`src/logic/rukg_pkg.sv`:
```
// package: register map, field values and constants of the unprotect key guard
package rukg_pkg;
	localparam int RUKG_KEY_BYTES = 8;
	// register byte addresses
	localparam logic [7:0] RUKG_OFS_KEY_LO = 8'h00;
	localparam logic [7:0] RUKG_OFS_KEY_HI = 8'h04;
	localparam logic [7:0] RUKG_OFS_CFG = 8'h08;
	localparam logic [7:0] RUKG_OFS_FAILCNT = 8'h0c;
	localparam logic [7:0] RUKG_OFS_LOADER = 8'h10;
	localparam logic [7:0] RUKG_OFS_TRY_LO = 8'h14;
	localparam logic [7:0] RUKG_OFS_TRY_HI = 8'h18;
	localparam logic [7:0] RUKG_OFS_STATUS = 8'h1c;
	localparam logic [7:0] RUKG_OFS_IRQ_STAT = 8'h20;
	localparam logic [7:0] RUKG_OFS_IRQ_MASK = 8'h24;
	// field values
	localparam logic [3:0] RUKG_TMU_DISABLED = 4'h5;
	localparam logic [3:0] RUKG_CFG_RESET = 4'h5;
	localparam logic [7:0] RUKG_FAIL_LIMIT = 8'h08;
	localparam logic [7:0] RUKG_LOADER_ON = 8'h55;
	localparam logic [7:0] RUKG_LOADER_ON_N = 8'haa;
	localparam logic [7:0] RUKG_BYTE_ZERO = 8'h00;
	localparam logic [7:0] RUKG_BYTE_ONES = 8'hff;
	localparam logic [31:0] RUKG_KEY_RESET = 32'h0;
	localparam logic [7:0] RUKG_FAIL_RESET = 8'h00;
	// erase strobe length in cycles
	localparam int RUKG_ERASE_CYCLES = 4;
	// status bit positions
	localparam int RUKG_ST_UNLOCKED = 0;
	localparam int RUKG_ST_ERASED = 1;
	localparam int RUKG_ST_LOADER = 2;
	localparam int RUKG_ST_KEYBAD = 3;
	localparam int RUKG_ST_ENABLED = 4;
	localparam int RUKG_ST_BUSY = 5;
	// interrupt bits
	localparam int RUKG_IRQ_FAIL = 0;
	localparam int RUKG_IRQ_UNLOCK = 1;
	localparam int RUKG_IRQ_ERASE = 2;
	localparam int RUKG_IRQ_BITS = 3;
	typedef enum logic [1:0] {
		RUKG_IDLE,
		RUKG_COMPARE,
		RUKG_DONE
	} rukg_cmp_state_type;
endpackage

```
`src/logic/rukg_cmp_if.sv`:
```
// interface: key comparison request and result between guard and comparator
`timescale 1ns/1ps
`default_nettype none
interface rukg_cmp_if;
	logic start;
	logic [63:0] stored_key;
	logic [63:0] try_key;
	logic done;
	logic match;
	modport guard (output start, output stored_key, output try_key,
		input done, input match);
	modport cmp (input start, input stored_key, input try_key,
		output done, output match);
endinterface
`default_nettype wire

```
`src/logic/rukg_key_cmp.sv`:
```
// module: byte-serial comparator of presented key against stored key
`timescale 1ns/1ps
`default_nettype none
module rukg_key_cmp
	import rukg_pkg::*;
(
	input wire logic i_sys_clk,
	input wire logic i_nrst,
	rukg_cmp_if.cmp cmp
);
	rukg_cmp_state_type state;
	logic [2:0] idx;
	logic all_equal;
	logic done;

	function automatic logic byte_eq(input logic [63:0] a,
		input logic [63:0] b, input logic [2:0] i);
		byte_eq = (a[i*8 +: 8] == b[i*8 +: 8]);
	endfunction

	// one byte per cycle; a single mismatch fails the whole attempt
	always_ff @(posedge i_sys_clk or negedge i_nrst) begin
		if (!i_nrst) begin
			state <= RUKG_IDLE;
			idx <= 3'h0;
			all_equal <= 1'b0;
			done <= 1'b0;
		end else begin
			done <= 1'b0;
			case (state)
				RUKG_IDLE: begin
					if (cmp.start) begin
						idx <= 3'h0;
						all_equal <= 1'b1;
						state <= RUKG_COMPARE;
					end
				end
				RUKG_COMPARE: begin
					if (!byte_eq(cmp.stored_key, cmp.try_key, idx)) begin
						all_equal <= 1'b0;
					end
					if (idx == 3'(RUKG_KEY_BYTES - 1)) begin
						state <= RUKG_DONE;
					end
					idx <= idx + 3'h1;
				end
				default: begin
					done <= 1'b1;
					state <= RUKG_IDLE;
				end
			endcase
		end
	end

	assign cmp.done = done;
	assign cmp.match = all_equal;
endmodule
`default_nettype wire

```
`src/logic/rukg_erase_pulse.sv`:
```
// module: erase strobe generator for program flash and data eeprom
`timescale 1ns/1ps
`default_nettype none
module rukg_erase_pulse
	import rukg_pkg::*;
#(
	parameter int CYCLES = RUKG_ERASE_CYCLES
) (
	input wire logic i_sys_clk,
	input wire logic i_nrst,
	input wire logic i_fire,
	output logic o_busy
);
	logic [7:0] count;

	always_ff @(posedge i_sys_clk or negedge i_nrst) begin
		if (!i_nrst) begin
			count <= 8'h00;
		end else if (i_fire && count == 8'h00) begin
			count <= 8'(CYCLES);
		end else if (count != 8'h00) begin
			count <= count - 8'h01;
		end
	end

	assign o_busy = (count != 8'h00);
endmodule
`default_nettype wire

```
`src/logic/rukg_guard.sv`:
```
// top module: readout unprotect key guard with apb register access
//
// Operation
// - counter preset only while enable field 0101
// - wrong key increments counter when enabled
// - counter at eight erases flash and eeprom
// - loader bytes 55/aa force loader start
//
// Added by the designer: register access over APB and the placing of the registers.
`timescale 1ns/1ps
`default_nettype none
module rukg_guard
	import rukg_pkg::*;
(
	input wire logic i_sys_clk,
	input wire logic i_nrst,
	input wire logic i_psel,
	input wire logic i_penable,
	input wire logic i_pwrite,
	input wire logic [7:0] i_paddr,
	input wire logic [31:0] i_pwdata,
	output logic [31:0] o_prdata,
	output logic o_pready,
	output logic o_pslverr,
	output logic o_readout_unlocked,
	output logic o_erase_flash,
	output logic o_erase_eeprom,
	output logic o_loader_force,
	output logic o_irq
);
	logic [31:0] key_lo;
	logic [31:0] key_hi;
	logic [3:0] temporary_unprotect_enable;
	logic [7:0] failed_attempt_counter;
	logic [7:0] loader_enable;
	logic [7:0] loader_enable_n;
	logic [31:0] try_lo;
	logic [31:0] try_hi;
	logic unlocked;
	logic erased;
	logic start;
	logic [RUKG_IRQ_BITS-1:0] irq_stat;
	logic [RUKG_IRQ_BITS-1:0] irq_mask;
	logic [RUKG_IRQ_BITS-1:0] irq_set;
	logic wr;
	logic rd;
	logic mapped;
	logic enabled;
	logic key_bad;
	logic fail_evt;
	logic pass_evt;
	logic erase_evt;
	logic erase_busy;
	logic [31:0] next_prdata;

	rukg_cmp_if cmp_bus ();

	function automatic logic byte_illegal(input logic [7:0] b);
		byte_illegal = (b == RUKG_BYTE_ZERO) || (b == RUKG_BYTE_ONES);
	endfunction

	assign wr = i_psel && i_penable && i_pwrite;
	assign rd = i_psel && i_penable && !i_pwrite;
	assign o_pready = 1'b1;
	assign enabled = (temporary_unprotect_enable != RUKG_TMU_DISABLED);

	always_comb begin
		key_bad = 1'b0;
		for (int i = 0; i < 4; i++) begin
			if (byte_illegal(key_lo[i*8 +: 8]) ||
				byte_illegal(key_hi[i*8 +: 8])) begin
				key_bad = 1'b1;
			end
		end
	end

	always_comb begin
		mapped = 1'b1;
		next_prdata = 32'h0;
		if (i_paddr == RUKG_OFS_KEY_LO) begin
			next_prdata = key_lo;
		end else if (i_paddr == RUKG_OFS_KEY_HI) begin
			next_prdata = key_hi;
		end else if (i_paddr == RUKG_OFS_CFG) begin
			next_prdata = {28'h0, temporary_unprotect_enable};
		end else if (i_paddr == RUKG_OFS_FAILCNT) begin
			next_prdata = {24'h0, failed_attempt_counter};
		end else if (i_paddr == RUKG_OFS_LOADER) begin
			next_prdata = {16'h0, loader_enable_n, loader_enable};
		end else if (i_paddr == RUKG_OFS_TRY_LO) begin
			next_prdata = 32'h0;
		end else if (i_paddr == RUKG_OFS_TRY_HI) begin
			next_prdata = 32'h0;
		end else if (i_paddr == RUKG_OFS_STATUS) begin
			next_prdata[RUKG_ST_UNLOCKED] = unlocked;
			next_prdata[RUKG_ST_ERASED] = erased;
			next_prdata[RUKG_ST_LOADER] = o_loader_force;
			next_prdata[RUKG_ST_KEYBAD] = key_bad;
			next_prdata[RUKG_ST_ENABLED] = enabled;
			next_prdata[RUKG_ST_BUSY] = start || erase_busy;
		end else if (i_paddr == RUKG_OFS_IRQ_STAT) begin
			next_prdata = {29'h0, irq_stat};
		end else if (i_paddr == RUKG_OFS_IRQ_MASK) begin
			next_prdata = {29'h0, irq_mask};
		end else begin
			mapped = 1'b0;
		end
	end

	// combinational read data keeps the zero-wait answer in the same cycle
	assign o_prdata = rd ? next_prdata : 32'h0;
	assign o_pslverr = i_psel && i_penable && !mapped;

	always_ff @(posedge i_sys_clk or negedge i_nrst) begin
		if (!i_nrst) begin
			key_lo <= RUKG_KEY_RESET;
			key_hi <= RUKG_KEY_RESET;
			temporary_unprotect_enable <= RUKG_CFG_RESET;
			loader_enable <= RUKG_FAIL_RESET;
			loader_enable_n <= RUKG_FAIL_RESET;
			irq_mask <= '0;
		end else if (wr) begin
			if (i_paddr == RUKG_OFS_KEY_LO) begin
				key_lo <= i_pwdata;
			end else if (i_paddr == RUKG_OFS_KEY_HI) begin
				key_hi <= i_pwdata;
			end else if (i_paddr == RUKG_OFS_CFG) begin
				temporary_unprotect_enable <= i_pwdata[3:0];
			end else if (i_paddr == RUKG_OFS_LOADER) begin
				loader_enable <= i_pwdata[7:0];
				loader_enable_n <= i_pwdata[15:8];
			end else if (i_paddr == RUKG_OFS_IRQ_MASK) begin
				irq_mask <= i_pwdata[RUKG_IRQ_BITS-1:0];
			end
		end
	end

	// writing the high word of a presented key launches the attempt, only while enabled and no erase strobe is running
	always_ff @(posedge i_sys_clk or negedge i_nrst) begin
		if (!i_nrst) begin
			try_lo <= RUKG_KEY_RESET;
			try_hi <= RUKG_KEY_RESET;
			start <= 1'b0;
		end else begin
			start <= 1'b0;
			if (wr && i_paddr == RUKG_OFS_TRY_LO) begin
				try_lo <= i_pwdata;
			end
			if (wr && i_paddr == RUKG_OFS_TRY_HI && enabled &&
				!erase_busy) begin
				try_hi <= i_pwdata;
				start <= 1'b1;
			end
		end
	end

	assign cmp_bus.start = start;
	assign cmp_bus.stored_key = {key_hi, key_lo};
	assign cmp_bus.try_key = {try_hi, try_lo};

	rukg_key_cmp u_cmp (
		.i_sys_clk(i_sys_clk),
		.i_nrst(i_nrst),
		.cmp(cmp_bus)
	);

	assign fail_evt = cmp_bus.done && !cmp_bus.match && enabled;
	assign pass_evt = cmp_bus.done && cmp_bus.match && enabled;
	assign erase_evt = fail_evt &&
		(failed_attempt_counter + 8'h01 == RUKG_FAIL_LIMIT);

	always_ff @(posedge i_sys_clk or negedge i_nrst) begin
		if (!i_nrst) begin
			failed_attempt_counter <= RUKG_FAIL_RESET;
		end else if (fail_evt) begin
			failed_attempt_counter <= failed_attempt_counter + 8'h01;
		end else if (wr && i_paddr == RUKG_OFS_FAILCNT && !enabled) begin
			failed_attempt_counter <= i_pwdata[7:0];
		end
	end

	always_ff @(posedge i_sys_clk or negedge i_nrst) begin
		if (!i_nrst) begin
			unlocked <= 1'b0;
			erased <= 1'b0;
		end else begin
			if (erase_evt) begin
				erased <= 1'b1;
				unlocked <= 1'b0;
			end else if (pass_evt) begin
				unlocked <= 1'b1;
			end else if (!enabled) begin
				unlocked <= 1'b0;
			end
		end
	end

	rukg_erase_pulse u_erase (
		.i_sys_clk(i_sys_clk),
		.i_nrst(i_nrst),
		.i_fire(erase_evt),
		.o_busy(erase_busy)
	);

	assign o_erase_flash = erase_busy;
	assign o_erase_eeprom = erase_busy;
	assign o_readout_unlocked = unlocked;
	assign o_loader_force = (loader_enable == RUKG_LOADER_ON) &&
		(loader_enable_n == RUKG_LOADER_ON_N);

	always_comb begin
		irq_set = '0;
		irq_set[RUKG_IRQ_FAIL] = fail_evt;
		irq_set[RUKG_IRQ_UNLOCK] = pass_evt;
		irq_set[RUKG_IRQ_ERASE] = erase_evt;
	end

	// set wins over a write-one clear in the same cycle
	always_ff @(posedge i_sys_clk or negedge i_nrst) begin
		if (!i_nrst) begin
			irq_stat <= '0;
		end else if (wr && i_paddr == RUKG_OFS_IRQ_STAT) begin
			irq_stat <= (irq_stat & ~i_pwdata[RUKG_IRQ_BITS-1:0]) | irq_set;
		end else begin
			irq_stat <= irq_stat | irq_set;
		end
	end

	assign o_irq = |(irq_stat & irq_mask);
endmodule
`default_nettype wire

```
`config.mk`:
```
export PLATFORM = sky130hd
export DESIGN_NAME = rukg_guard
export DESIGN_NICKNAME = d
export VERILOG_FILES = /design/src/logic/rukg_pkg.sv /design/src/logic/rukg_cmp_if.sv /design/src/logic/rukg_key_cmp.sv /design/src/logic/rukg_erase_pulse.sv /design/src/logic/rukg_guard.sv
export SDC_FILE = /design/constraint.sdc
export NUM_CORES = 1
export LEC_CHECK = 0
export BUFFER_PORTS_ARGS = -buffer_cell sky130_fd_sc_hd__buf_2
export CORE_MARGIN = 3
export CORE_UTILIZATION = 62
export CTS_BUF_LIST = sky130_fd_sc_hd__clkbuf_4
export DETAILED_ROUTE_END_ITERATION = 7
export HOLD_SLACK_MARGIN = 0.15
export PLACE_DENSITY = 0.83
export SYNTH_ARGS = -nofsm -noshare
export SYNTH_HDL_FRONTEND = slang
export SYNTH_SLANG_ARGS = --single-unit
```
`constraint.sdc`:
```
create_clock -name i_sys_clk -period 3.61 [get_ports i_sys_clk]
set_clock_uncertainty 0.15 [all_clocks]
set_input_delay 0.722 -clock i_sys_clk [delete_from_list [all_inputs] [get_ports i_sys_clk]]
set_output_delay 0.722 -clock i_sys_clk [all_outputs]
set_load 0.005 [all_outputs]
```
==> results of run 1 <==
==> critical path, delay by kind of cell <==
family / cells / cell delay [ns]
AOI/OAI and AO/OA: 4 / 0.61
buffers and inverters: 3 / 0.40
and+or+nand+nor: 2 / 0.85
==> stage by stage <==
stage | hold WS, ns | std cells | setup WS (ns) | setup TNS (ns)
final | 0.2432 | 1032 | 0.1479 | 0
after global routing | 0.1982 | 1032 | -0.008394 | -0.01336
after CTS | 0.2268 | 1028 | 0.06718 | 0
after detailed placement | 0.2700 | 996 | 0.07950 | 0
after global placement | 0.2409 | 996 | 0.1228 | 0
after floorplan | 0.2764 | 754 | 0.3260 | 0
==> layer usage <==
metal | vias to the layer above | GRT usage, % | wire (um)
li1 | 3036 | - | -
met1 | 3515 | 42.81 | 9952
met2 | 401 | 47.79 | 11580
met3 | 80 | 5.769 | 1953
met4 | 0 | 11.80 | 796
met5 | - | 0 | 0
==> synthesized netlist by cell type, types with 5 or more instances <==
cell and instances:
a211oi_1 5, a21oi_1 24, a221o_1 5, a222oi_1 11
a22oi_1 25, a311oi_1 5, and3_1 6, buf_1 10
buf_2 5, clkbuf_1 23, dfrtp_1 178, ha_1 6
inv_1 7, mux2_2 150, mux4_2 16, nand2_1 24
nand3_1 14, nand4_1 20, nor2_1 51, nor3_1 12
nor4_1 20, nor4bb_1 5, o21ai_0 16, xnor2_1 21
xor2_1 23
==> how the worst max path moves through the flow <==
stage / from / to / slack [ns] / cells past startpoint
after detailed placement: i_paddr[4] / o_prdata[1] / 0.08 / 9
after floorplan: i_paddr[4] / o_prdata[1] / 0.33 / 7
after global placement: i_paddr[4] / o_prdata[1] / 0.12 / 9
after CTS: i_paddr[4] / o_prdata[1] / 0.07 / 9
final: i_paddr[4] / o_prdata[0] / 0.15 / 9
after global routing: key_lo[19] / o_prdata[3] / -0.008 / 8
==> timing repair <==
| item | CTS | global route |
|---|---|---|
| setup buffers | 0 | 4 |
| hold endpoints to repair | 52 | 0 |
| endpoints found under the setup margin | 1 | 5 |
| resized for setup | 1 | 9 |
| hold buffers | 1 | 0 |
| pin swaps | 0 | 2 |
==> power groups by stage <==
stage                     Sequential [mW]  Combinational, mW  Clock, mW
after CTS                            2.11              0.368       1.09
final                                2.11              0.368       1.09
after floorplan                      2.11              0.235          0
after detailed placement             2.15              0.365          0
after global placement               2.15              0.354          0
after global routing                 2.12              0.401       1.19
==> cell families after synthesis <==
family	synth area share (%)
compound gates	8.962
xor+xnor	4.220
fa+ha+maj	0.8221
buf+inv	2.617
flops	49.36
mux	22.91
other cells	0.04107
simple gates	11.07
==> flip-flops by register name, summed over array words and instances (netlist names), 2 cells and up <==
register,flops
irq_stat,3
loader_enable,8
try_lo,32
u_erase.count,8
u_cmp.state,2
failed_attempt_counter,8
key_lo,32
try_hi,32
irq_mask,3
loader_enable_n,8
temporary_unprotect_enable,4
u_cmp.idx,3
key_hi,32
==> area by class of cell <==
class                           instances  area, um^2  area share (%)
Tap cell                              180       225.2           2.226
Sequential cell                       180        4508           44.56
Inverter                                8       30.03          0.2968
Clock inverter                         13       125.1           1.237
Multi-Input combinational cell        522        4414           43.64
Clock buffer                           18       135.1           1.336
Timing Repair Buffer                  111       678.2           6.704
==> results.toml, run 1 <==
[floorplan]
initial_utilization_pct = 64.53
rows = 43
die_area_mm2 = 0.01622
die_x_um = 127.4
core_mm2 = 0.01415
dieHeight_um = 127.4
io_pins = 84

[synth]
seq_area_frac_synth_pct = 49.36
synth-main-ff-cell = "dfrtp_1"
synth_largest_area_cell = "dfrtp_1"
ys_types = 59
syn_inst = 754
synth_fp_nets = 805
syn_avg_cell_area_um2 = 12.11
synth-edff-count = 0
ys_ff_latch = 180
synth_top_area_share_pct = 48.78
synthArstFlopShare_pct = 100.0
ys_top_cells_by_area = "dfrtp_1, mux2_2, mux4_2"
netlist_area_mm2 = 0.009131
yosys_warnings = 0

[cells_and_area]
final_util_pct = 71.49
antenna_cells = 0
layout_common_cells = "dfrtp_1, mux2_2, buf_2"
stdcell_area_mm2 = 0.01012
syn2layout_area_growth_pct = 10.78
drive_above_1_share_pct = 38.50
nFillCells = 984
nets = 891
layout_commonest_cell = "dfrtp_1"

[placement]
dpl_cell_area_mm2 = 0.009787
dpl.hpwl_um = 16980
numPortBuffers = 82
place_congestion = 0.9399

[worst_hold_path]
hold_depth = 2
hold_start = "i_pwdata[16]"
min_to = "key_hi[16]"
hold_path_class = "in2reg"

[detailed_routing]
firstDrtPassIters = 6
viasPerCell = 6.814
vias = 7032
post_drt_wl_per_cell_um = 23.53
first_iter_violations = 762
antenna_left = 0
drcViolationCount = 0
wl_um = 24290

[sta]
final.min_clock_period_ns = 3.462
finalMaxSlewViolations = 0
slew_headroom_pct = 26.13
setup_violations = 0
min_period_over_period_pct = 95.90
finalHoldViolations = 0
max_freq_mhz = 288.8
tightest_slew_ns = 1.108

[clock_tree]
clk_path_buf_depth = 2
cts.clk_slew.worst_paths_ns = 0.16
cts_tree = "done"
numCtsBuffers = 17
clkSinkCount = 180
cts_max_level = 4
insertion_delay_ns = 0.58
cts_root_buf = "clkbuf_4"

[worst_setup_path]
reg2reg_to = "try_hi[5]"
r2r_start = "u_erase.count[3]"
crit_fanout = 6
rr_worst_depth = 8
critical_path_required_ns = 2.74
crit_top_cell = "buf_2"
worstPathCellList = "buf_2 -> or4b_2 -> nor2_2 -> buf_4 -> a221oi_1 -> o21ai_1 -> o21ai_0 -> a211oi_2 -> buf_2"
start_kind = "input port"
slowest_delay_ns = 0.71
cp_data_arrival_time_ns = 2.59
r2r_slack_ns = 0.75
criticalPathCategory = "in2out"
worst_path_max_delay_cell = "or4b_2"
worstSetupEndpointType = "output pin"

[pwr]
p_total_mw = 3.571
p_per_area_mw_per_mm2 = 353.0
intPower_mw = 2.571
p_leak_nw = 4.975
power_frac_clock_pct = 30.5
share_comb_of_total_power_pct = 10.3
swShare_pct = 28.01
pwr-share-seq_pct = 59.2
power.switching_mw = 1.000
vdd_drop_max_mv = 0.3800

[global_route]
gr-total-overflow = 0
grt_pass1_vias = 6960
grt_first_pass_wirelength_um = 38440
grt_antenna_before_repair = 0
grt_usage_pct = 30.55
grt_max_degree = 89

[status]
outcome = "complete, no violations"

[flow_run]
drv_cap = 0
Power figures use the tool's default switching activity.
==> run 2: changes to the inputs <==
--- a/config.mk
+++ b/config.mk
@@ -8,7 +8,7 @@
 export BUFFER_PORTS_ARGS = -buffer_cell sky130_fd_sc_hd__buf_2
 export CORE_MARGIN = 3
 export CORE_UTILIZATION = 62
-export CTS_BUF_LIST = sky130_fd_sc_hd__clkbuf_4
+export CTS_BUF_LIST = sky130_fd_sc_hd__clkbuf_2
 export DETAILED_ROUTE_END_ITERATION = 7
 export HOLD_SLACK_MARGIN = 0.15
 export PLACE_DENSITY = 0.83
==> run 2 against run 1 <==
Against the previous run: combinational power up 8.4%; critical path type unchanged; critical endpoint unchanged; highest routed layer unchanged; maximum frequency down 1.1%; global-route usage up 0.88 points; largest power group unchanged; clock-buffer cell count unchanged; power down 1.6%.
==> results.toml, run 2 (synthesized netlist as in run 1, its figures left out) <==
[clock_tree]
numCtsBuffers = 17
cts_root_buf = "clkbuf_2"
cts_max_level = 4
insertion_delay_ns = 0.74
clkSinkCount = 180
cts.clk_slew.worst_paths_ns = 0.27
cts_tree = "done"
clk_path_buf_depth = 2

[pwr]
vdd_drop_max_mv = 0.3727
p_leak_nw = 5.123
swShare_pct = 28.75
intPower_mw = 2.503
p_per_area_mw_per_mm2 = 335.8
power_frac_clock_pct = 28.3
p_total_mw = 3.512
pwr-share-seq_pct = 60.3
share_comb_of_total_power_pct = 11.3
power.switching_mw = 1.010

[placement]
place_congestion = 0.9399
dpl_cell_area_mm2 = 0.009787
dp_slack_ns = 0.07950
dpl.hpwl_um = 16980
numPortBuffers = 82

[global_route]
grt_antenna_before_repair = 0
grt_usage_pct = 31.43
gr-total-overflow = 0
grt_pass1_vias = 7230
grt_first_pass_wirelength_um = 39600
grt_max_degree = 89

[detailed_routing]
first_iter_violations = 881
antenna_left = 0
firstDrtPassIters = 7
drcViolationCount = 0
post_drt_wl_per_cell_um = 23.32
wl_um = 24900
viasPerCell = 6.751
vias = 7210

[floorplan]
die_x_um = 127.4
dieHeight_um = 127.4
rows = 43
die_area_mm2 = 0.01622
initial_utilization_pct = 64.53
io_pins = 84
core_mm2 = 0.01415

[worst_setup_path]
r2r_slack_ns = 0.86
critical_path_required_ns = 2.74
worstSetupEndpointType = "output pin"
r2r_start = "u_erase.count[3]"
start_kind = "input port"
startpoint = "i_paddr[1]"
slowest_delay_ns = 0.63
crit_top_cell = "buf_2"
crit_end = "o_prdata[0]"
crit_fanout = 16
criticalPathCategory = "in2out"
reg2reg_to = "try_hi[1]"
cp_data_arrival_time_ns = 2.63
worstPathCellList = "buf_2 -> or4_1 -> nor2_1 -> buf_6 -> a21oi_1 -> o21ai_0 -> o21ai_1 -> a211oi_2 -> buf_2"
worst_path_max_delay_cell = "or4_1"
rr_worst_depth = 8

[sta]
setup_violations = 0
finalHoldViolations = 0
final.min_clock_period_ns = 3.502
slew_headroom_pct = 26.74
tightest_slew_ns = 1.099
finalMaxSlewViolations = 0
rsz0062_at_grt = "yes"
max_freq_mhz = 285.6
timing.final.ws_setup_ns = 0.1084
min_period_over_period_pct = 97.00
setup_total_negative_slack_ns = 0

[cells_and_area]
layout_common_cells = "dfrtp_1, mux2_2, buf_2"
antenna_cells = 0
nets = 927
drive_above_1_share_pct = 38.63
final_util_pct = 73.92
stdcell_area_mm2 = 0.01046
syn2layout_area_growth_pct = 14.55
layout_commonest_cell = "dfrtp_1"

[status]
outcome = "complete, no violations"

[flow_run]
drv_cap = 0

[worst_hold_path]
hold_path_class = "in2reg"
==> run 2: cell types whose count changed in the layout (fill, tap and decap cells not counted), sizes merged <==
cell,change
buf,+6
dlygate4sd3,+30
==> run 2: metal layers <==
metal | vias to the layer above | GRT usage, % | part of all wire, %
met2 | 428 | 49.86 | 48
met1 | 3605 | 43.57 | 41
met4 | 0 | 11.80 | 3.2
met5 | - | 0 | 0
li1 | 3102 | - | -
met3 | 75 | 5.936 | 8.0
==> run 2: area by class of cell <==
type | instances | area, um^2
Clock buffer | 18 | 90.09
Clock inverter | 13 | 125.1
Fill cell | 948 | 3690
Inverter | 8 | 32.53
Multi-Input combinational cell | 522 | 4454
Sequential cell | 180 | 4509
Tap cell | 180 | 225.2
Timing Repair Buffer | 147 | 1023
==> run 2: timing repair <==
action	CTS	global route
pin swaps	7	3
resized for setup	12	11
hold endpoints to repair	176	3
setup buffers	8	2
endpoints found under the setup margin	2	5
hold buffers	29	2
==> run 2: worst max-delay path: cells and delay by family <==
| family | cells | cell delay, ns |
|---|---|---|
| buffers and inverters | 3 | 0.49 |
| AND/OR/NAND/NOR | 2 | 0.89 |
| AO/OA/AOI/OAI | 4 | 0.53 |
==> run 2: worst min-delay path by stage <==
stage                         from                to  slack, ns  cells after the start
finish                 i_pwdata[5]  loader_enable[5]       0.24                      2
global route           i_pwdata[5]  loader_enable[5]       0.16                      2
detailed placement  u_cmp.state[1]    u_cmp.cmp.done       0.27                      0
CTS                    i_pwdata[0]         key_lo[0]       0.16                      2
floorplan                   i_nrst     cmp_bus.start       0.28                      0
global placement    u_cmp.state[1]    u_cmp.cmp.done       0.24                      0
==> run 2: stage by stage <==
step / hold WS, ns / instances
after floorplan: 0.2764 / 754
after global placement: 0.2409 / 996
after detailed placement: 0.2700 / 996
after CTS: 0.1572 / 1064
after global routing: 0.1627 / 1068
final: 0.2431 / 1068
==> run 2: power groups by stage <==
stage | Combinational (mW) | Clock [mW] | Sequential, mW
after floorplan | 0.235 | 0 | 2.11
after global placement | 0.354 | 0 | 2.15
after detailed placement | 0.365 | 0 | 2.15
after CTS | 0.395 | 0.998 | 2.11
after global routing | 0.434 | 1.09 | 2.12
final | 0.399 | 0.995 | 2.12
